===== src/pkg/pia_map.svh =====
// Constants for the PCI sideband block: reset values.
`ifndef PIA_MAP_SVH
`define PIA_MAP_SVH
`define PIA_DIV_RESET 1'b0
`define PIA_SEL_RESET 1'b0
`define PIA_GNT_N_RESET 1'b1
`define PIA_CLK_EN_RESET 1'b0
`define PIA_REQ_N_RESET 1'b1
`define PIA_INT_N_RESET 1'b1
`define PIA_FRAME_N_RESET 1'b1
`endif


===== src/pkg/pia_pkg.sv =====
// Types for the PCI sideband block.
`default_nettype none
package pia_pkg;
  typedef enum logic [1:0] {
    MS_IDLE,
    MS_REQUEST,
    MS_FRAME
  } pia_master_state_type;
endpackage : pia_pkg
`default_nettype wire


===== src/pia_sync.sv =====
// Two flip-flop synchroniser for one asynchronous level.
`timescale 1ns/1ps
`default_nettype none
module pia_sync #(
  parameter logic RESET_VALUE = 1'b0
) (
  input wire logic clk_sys,
  input wire logic reset,
  input wire logic asyncIn,
  output logic syncOut
);
  logic stage1_q;

  always_ff @(posedge clk_sys)
  begin
    if (reset)
    begin
      stage1_q <= RESET_VALUE;
      syncOut <= RESET_VALUE;
    end
    else
    begin
      stage1_q <= asyncIn;
      syncOut <= stage1_q;
    end
  end
endmodule : pia_sync
`default_nettype wire


===== src/pia_sideband.sv =====
// PCI sideband: interrupt pins, bus request/grant and expansion clock select.
//
// Function
// - Drive first interrupt pin low while any protocol-layer interrupt is pending.
// - Drive second interrupt pin low while any expansion-bus interrupt is pending.
// - Assert own bus request to the arbiter when mastering is needed.
// - Start a cycle with frame only while the grant is held.
// - Select input low or open gives expansion clock equal to PCI clock.
// - Select input high gives expansion clock at half the PCI clock.
// - Interrupt, request, grant and frame pins are active low.
// - Drive frame from cycle start and hold it for the cycle's duration.
`timescale 1ns/1ps
`default_nettype none
`include "pia_map.svh"
module pia_sideband #(
  parameter int L2_SOURCES = 8,
  parameter int EXP_SOURCES = 4
) (
  input wire logic clk_sys,
  input wire logic reset,
  input wire logic [L2_SOURCES-1:0] l2IrqPending,
  input wire logic [EXP_SOURCES-1:0] expIrqPending,
  output logic intProtocol_n_o,
  output logic intProtocol_n_oe,
  output logic intExpansion_n_o,
  output logic intExpansion_n_oe,
  input wire logic masterWant,
  input wire logic masterLast,
  output logic busRequest_n,
  input wire logic busGrant_n,
  output logic frame_n_o,
  output logic frame_n_oe,
  output logic masterActive,
  input wire logic expansion_clock_halve_select,
  output logic expansion_bus_clock_en,
  output logic expansionHalfRate
);
  // An interrupt with no source at all could never be raised.
  if (L2_SOURCES < 1 || EXP_SOURCES < 1)
  begin : gBadSourceCount
    $error("pia_sideband: source counts must be at least one");
  end

  ////////////////////////////////////////////////////////////////////////////
  // Pin inputs from outside the domain pass two flip-flops.
  logic grantSync;
  logic halveSync;

  pia_sync #(.RESET_VALUE(`PIA_GNT_N_RESET)) uGrantSync (
    .clk_sys(clk_sys),
    .reset(reset),
    .asyncIn(busGrant_n),
    .syncOut(grantSync)
  );

  pia_sync #(.RESET_VALUE(`PIA_SEL_RESET)) uHalveSync (
    .clk_sys(clk_sys),
    .reset(reset),
    .asyncIn(expansion_clock_halve_select),
    .syncOut(halveSync)
  );

  ////////////////////////////////////////////////////////////////////////////
  // Interrupts: open drain, low while pending. The pin is only ever pulled
  // low; the pull-up on the board restores the released level.
  logic intProtocol_n_q;
  logic intExpansion_n_q;

  always_ff @(posedge clk_sys)
  begin
    if (reset)
    begin
      intProtocol_n_q <= `PIA_INT_N_RESET;
    end
    else
    begin
      intProtocol_n_q <= ~(|l2IrqPending);
    end
  end

  // The expansion interrupt has its own register, so neither source can hold
  // the other's pin low.
  always_ff @(posedge clk_sys)
  begin
    if (reset)
    begin
      intExpansion_n_q <= `PIA_INT_N_RESET;
    end
    else
    begin
      intExpansion_n_q <= ~(|expIrqPending);
    end
  end

  assign intProtocol_n_o = 1'b0;
  assign intProtocol_n_oe = ~intProtocol_n_q;
  assign intExpansion_n_o = 1'b0;
  assign intExpansion_n_oe = ~intExpansion_n_q;

  ////////////////////////////////////////////////////////////////////////////
  // Bus mastering: request, wait for grant, then frame until the last phase.
  pia_pkg::pia_master_state_type state_q;
  logic busRequest_n_q;
  logic frame_n_q;

  always_ff @(posedge clk_sys)
  begin
    if (reset)
    begin
      state_q <= pia_pkg::MS_IDLE;
    end
    else
    begin
      case (state_q)
        pia_pkg::MS_IDLE:
        begin
          if (masterWant)
          begin
            state_q <= pia_pkg::MS_REQUEST;
          end
        end
        pia_pkg::MS_REQUEST:
        begin
          if (!masterWant)
          begin
            state_q <= pia_pkg::MS_IDLE;
          end
          else if (!grantSync)
          begin
            state_q <= pia_pkg::MS_FRAME;
          end
        end
        pia_pkg::MS_FRAME:
        begin
          // Frame is held until the final phase is flagged.
          if (masterLast)
          begin
            state_q <= pia_pkg::MS_IDLE;
          end
        end
        default:
        begin
          state_q <= pia_pkg::MS_IDLE;
        end
      endcase
    end
  end

  // The request is dropped on the edge that starts the frame, so the arbiter
  // is free to move the grant on while this cycle runs.
  always_ff @(posedge clk_sys)
  begin
    if (reset)
    begin
      busRequest_n_q <= `PIA_REQ_N_RESET;
    end
    else
    begin
      case (state_q)
        pia_pkg::MS_IDLE:
        begin
          busRequest_n_q <= ~masterWant;
        end
        pia_pkg::MS_REQUEST:
        begin
          busRequest_n_q <= ~masterWant | ~grantSync;
        end
        default:
        begin
          busRequest_n_q <= 1'b1;
        end
      endcase
    end
  end

  // Frame falls on the edge that takes the grant and rises on the edge that
  // sees the last phase. The grant seen here is two cycles old, which is the
  // price of passing the pin through the synchroniser.
  always_ff @(posedge clk_sys)
  begin
    if (reset)
    begin
      frame_n_q <= `PIA_FRAME_N_RESET;
    end
    else
    begin
      case (state_q)
        pia_pkg::MS_REQUEST:
        begin
          frame_n_q <= ~(masterWant & ~grantSync);
        end
        pia_pkg::MS_FRAME:
        begin
          frame_n_q <= masterLast;
        end
        default:
        begin
          frame_n_q <= 1'b1;
        end
      endcase
    end
  end

  assign busRequest_n = busRequest_n_q;
  assign frame_n_o = frame_n_q;
  assign frame_n_oe = (state_q == pia_pkg::MS_FRAME);
  assign masterActive = (state_q == pia_pkg::MS_FRAME);

  ////////////////////////////////////////////////////////////////////////////
  // Expansion clock: an enable on clk_sys, every cycle or every second one.
  // An enable avoids a derived clock and the skew it would bring.
  logic div_q;
  logic clkEn_q;
  logic halfRate_q;

  always_ff @(posedge clk_sys)
  begin
    if (reset)
    begin
      div_q <= `PIA_DIV_RESET;
      clkEn_q <= `PIA_CLK_EN_RESET;
      halfRate_q <= `PIA_SEL_RESET;
    end
    else
    begin
      div_q <= ~div_q;
      halfRate_q <= halveSync;
      if (halveSync)
      begin
        clkEn_q <= div_q;
      end
      else
      begin
        clkEn_q <= 1'b1;
      end
    end
  end

  assign expansion_bus_clock_en = clkEn_q;
  assign expansionHalfRate = halfRate_q;
endmodule : pia_sideband
`default_nettype wire


===== config.mk =====
export PLATFORM = sky130hd
export DESIGN_NAME = pia_sideband
export DESIGN_NICKNAME = d
export VERILOG_FILES = /design/src/pkg/pia_pkg.sv /design/src/pia_sync.sv /design/src/pia_sideband.sv
export VERILOG_INCLUDE_DIRS = /design/src /design/src/pkg
export SDC_FILE = /design/constraint.sdc
export NUM_CORES = 1
export LEC_CHECK = 0
export BUFFER_PORTS_ARGS = -buffer_cell sky130_fd_sc_hd__buf_2
export CAP_MARGIN = 5
export CORE_MARGIN = 2
export CORE_UTILIZATION = 41
export DETAILED_ROUTE_END_ITERATION = 16
export PLACE_DENSITY = 0.74
export SETUP_SLACK_MARGIN = 0.5
export SYNTH_ARGS = -nofsm -noshare
export SYNTH_HDL_FRONTEND = slang
export SYNTH_HIERARCHICAL = 1
export SYNTH_SLANG_ARGS = --single-unit

===== constraint.sdc =====
create_clock -name clk_sys -period 1.6 [get_ports clk_sys]
set_input_delay 0.16 -clock clk_sys [delete_from_list [all_inputs] [get_ports clk_sys]]
set_output_delay 0.16 -clock clk_sys [all_outputs]
set_load 0.03 [all_outputs]

==> flow_summary.toml <==
[run_status]
status = "finished, final reports clean"

[job]
cap_violations = 0

[floorplan]
core_area_um2 = 1270
start_util_pct = 42.3
rows = 13
num_io_pins = 28
die_height_um = 40.2
dieArea_um2 = 1610
die_w_um = 40.2

[finish]
drive_gt1_share_pct = 51.2
fin_nets = 105
num_antenna_cells = 0
multi_input_area_um2 = 293
utilization_pct = 60.9
fillers = 116
final_cells = 97
area_growth_pct = 44.1
layout.area.seq_um2 = 268

[placed_design]
placedCellCount = 92
routabilityCongestion = 0.690
place_ws_ns = 0.332
portBuffers = 25
dpl.hpwl_um = 729

[worst_setup_path]
critPathKind = "reg2reg"
arrival_ns = 1.43
crit_path_start_kind = "flip-flop"
critPathSlowestCell = "dfxtp_4"
end_kind = "flip-flop"
critPathMaxFanout = 4
path_cells = "inv_6 -> ha_4 -> and2_4 -> a211oi_2 -> mux2i_1"
cp_data_required_time_ns = 1.80
critPathMaxStageDelay_ns = 0.39

[grt]
first_global_vias = 380
track_usage_pct = 14.8
antenna_found_initial = 0
grt_overflow_total = 0
grt_max_degree = 9
grt_first_pass_wirelength_um = 1470

[detailed_routing]
drt-pass1-iter-count = 4
viasPerCell = 4.71
vias = 457
drc = 0
ant_nets = 0
drt_iter0_drc = 5
routed_wl_um = 950
wire_per_inst_um = 9.79

[power_and_ir_drop]
p_per_area_nw_per_um2 = 992
cellLeakagePower_nw = 0.361
ir_drop_mv = 0.700

[clocking]
ctsHoldBuffers = 0
clk_pin_slew_ns = 0.08
clock_sinks = 13
clock_latency_ns = 0.27
cts_tree = "yes"
cts_made_buffers = 3
root_buffer = "clkbuf_4"
cts.path.max_buffers = 2
cts_htree_levels = 1

[synth]
ys_types = 23
syn-cell-area_um2 = 537
synth_area_leaders = "dfxtp_1, ha_1, inv_1, nor2b_1, buf_4"
synth_area_per_cell_um2 = 9.94
netlist.area_leader.share_pct = 48.5
synth_cells = 54
async_reset_ff_share_pct = 0
synth_largest_area_cell = "dfxtp_1"
synth.yosys.seq_area_share_pct = 48.5
ys.flop_type = "dfxtp_1"
synth_edf_count = 0
synth_warnings = 6
synth-seq-cells = 13

[timing]
slew_violations = 0
hold_viol = 0
rsz0062_at_grt = "yes"
timing.final.crit_share_pct = 77.2
fin_ws_ns = 0.365
max_freq_mhz = 810
setup_tns_ns = 0
finalCriticalPeriod_ns = 1.23
setup_viol = 0
fin_worst_skew_ns = 0.00432

[min_path]
hold_class = "in2reg"
## critical path: cells and delay by family, from the launching register on
kind	cells	cell delay, ns
AO/OA/AOI/OAI	1	0.24
adder cells (fa/ha/maj)	1	0.15
AND/OR/NAND/NOR	1	0.14
multiplexers	1	0.20
buffers and inverters	1	0.05
flip-flops	1	0.39
## kinds of logic after synthesis
logic type / count (synthesis) / synth area share [%]
flip-flops: 13 / 48.5
adder cells (fa/ha/maj): 4 / 9.32
other: 1 / 0.699
multiplexers: 1 / 1.86
buffers and inverters: 10 / 9.09
AND/OR/NAND/NOR: 16 / 17.9
AO/OA/AOI/OAI: 9 / 12.6
## power by group
group	internal, mW	switching (mW)
clock	0.0926	0.106
sequential	0.353	0.0201
combinational	0.0881	0.107
## routing by layer
metal	vias up	wire length, um	share of wire (%)	global-route usage (%)
met5	-	0	0	0
met4	0	0	0	5.00
met3	0	94	9.9	8.33
met2	25	513	54	28.2
met1	199	342	36	12.6
li1	233	-	-	-
## sequential cells by signal, indices dropped and copies added (netlist names)
signal	cells
uHalveSync/stage1_q	1
div_q	1
uHalveSync/syncOut	1
intExpansion_n_q	1
expansionHalfRate	1
uGrantSync/stage1_q	1
state_q	2
intProtocol_n_q	1
expansion_bus_clock_en	1
frame_n_o	1
busRequest_n	1
uGrantSync/syncOut	1
## cell usage after synthesis (all sizes together), types with 2 or more instances
master,n
dfxtp,13
or2,2
ha,4
or4,2
inv,7
buf,3
nor2b,4
nand2,3
o21ai,3
## placed cells by master, fill, tap and decap left out, types with 2 or more instances in the layout
cell | Yosys | layout
inv_1 | 7 | 5
conb_1 | 1 | 2
or4_1 | 2 | 2
dfxtp_4 | 0 | 2
buf_2 | 0 | 25
or2_1 | 2 | 2
ha_4 | 0 | 3
dfxtp_1 | 13 | 11
o21ai_1 | 1 | 2
clkbuf_4 | 0 | 3
nand2_1 | 3 | 3
nor2b_1 | 4 | 3
## cell type report
| cell class | count | area share [%] |
|---|---|---|
| clock buffer | 3 | 2.91 |
| multi-input combinational | 32 | 37.9 |
| sequential | 13 | 34.6 |
| clock inverter | 1 | 0.647 |
| inverter | 7 | 4.37 |
| timing repair buffer | 26 | 17.2 |
| tap | 15 | 2.43 |
## worst paths after layout
check                                       from                       endpoint  slack (ns)  cells after the start
setup / recovery         state_q[1]$_SDFFE_PP0P_        state_q[0]$_SDFFE_PP0P_        0.37                      5
hold / removal                  expIrqPending[2]    intExpansion_n_q$_SDFF_PP1_        0.05                      2
setup reg to reg         state_q[1]$_SDFFE_PP0P_        state_q[0]$_SDFFE_PP0P_        0.37                      5
hold reg to reg   uGrantSync/stage1_q$_SDFF_PP1_  uGrantSync/syncOut$_SDFF_PP1_        0.41                      1
## through the flow
stage | hold slack, ns | instance area [um^2] | power [mW]
global route | 0.0373 | 773 | 0.820
floorplan | 0.227 | 581 | 0.508
finish | 0.0504 | 773 | 0.767
CTS | 0.0380 | 773 | 0.780
global placement | 0.335 | 702 | 0.554
detailed placement | 0.339 | 702 | 0.559
## repair_timing
item / CTS / global route
cloned: 0 / 0
setup endpoints to repair: 4 / 5
buffers inserted: 1 / 0
pin swaps: 3 / 0
resized for setup: 8 / 1
Power figures use the tool's default switching activity.
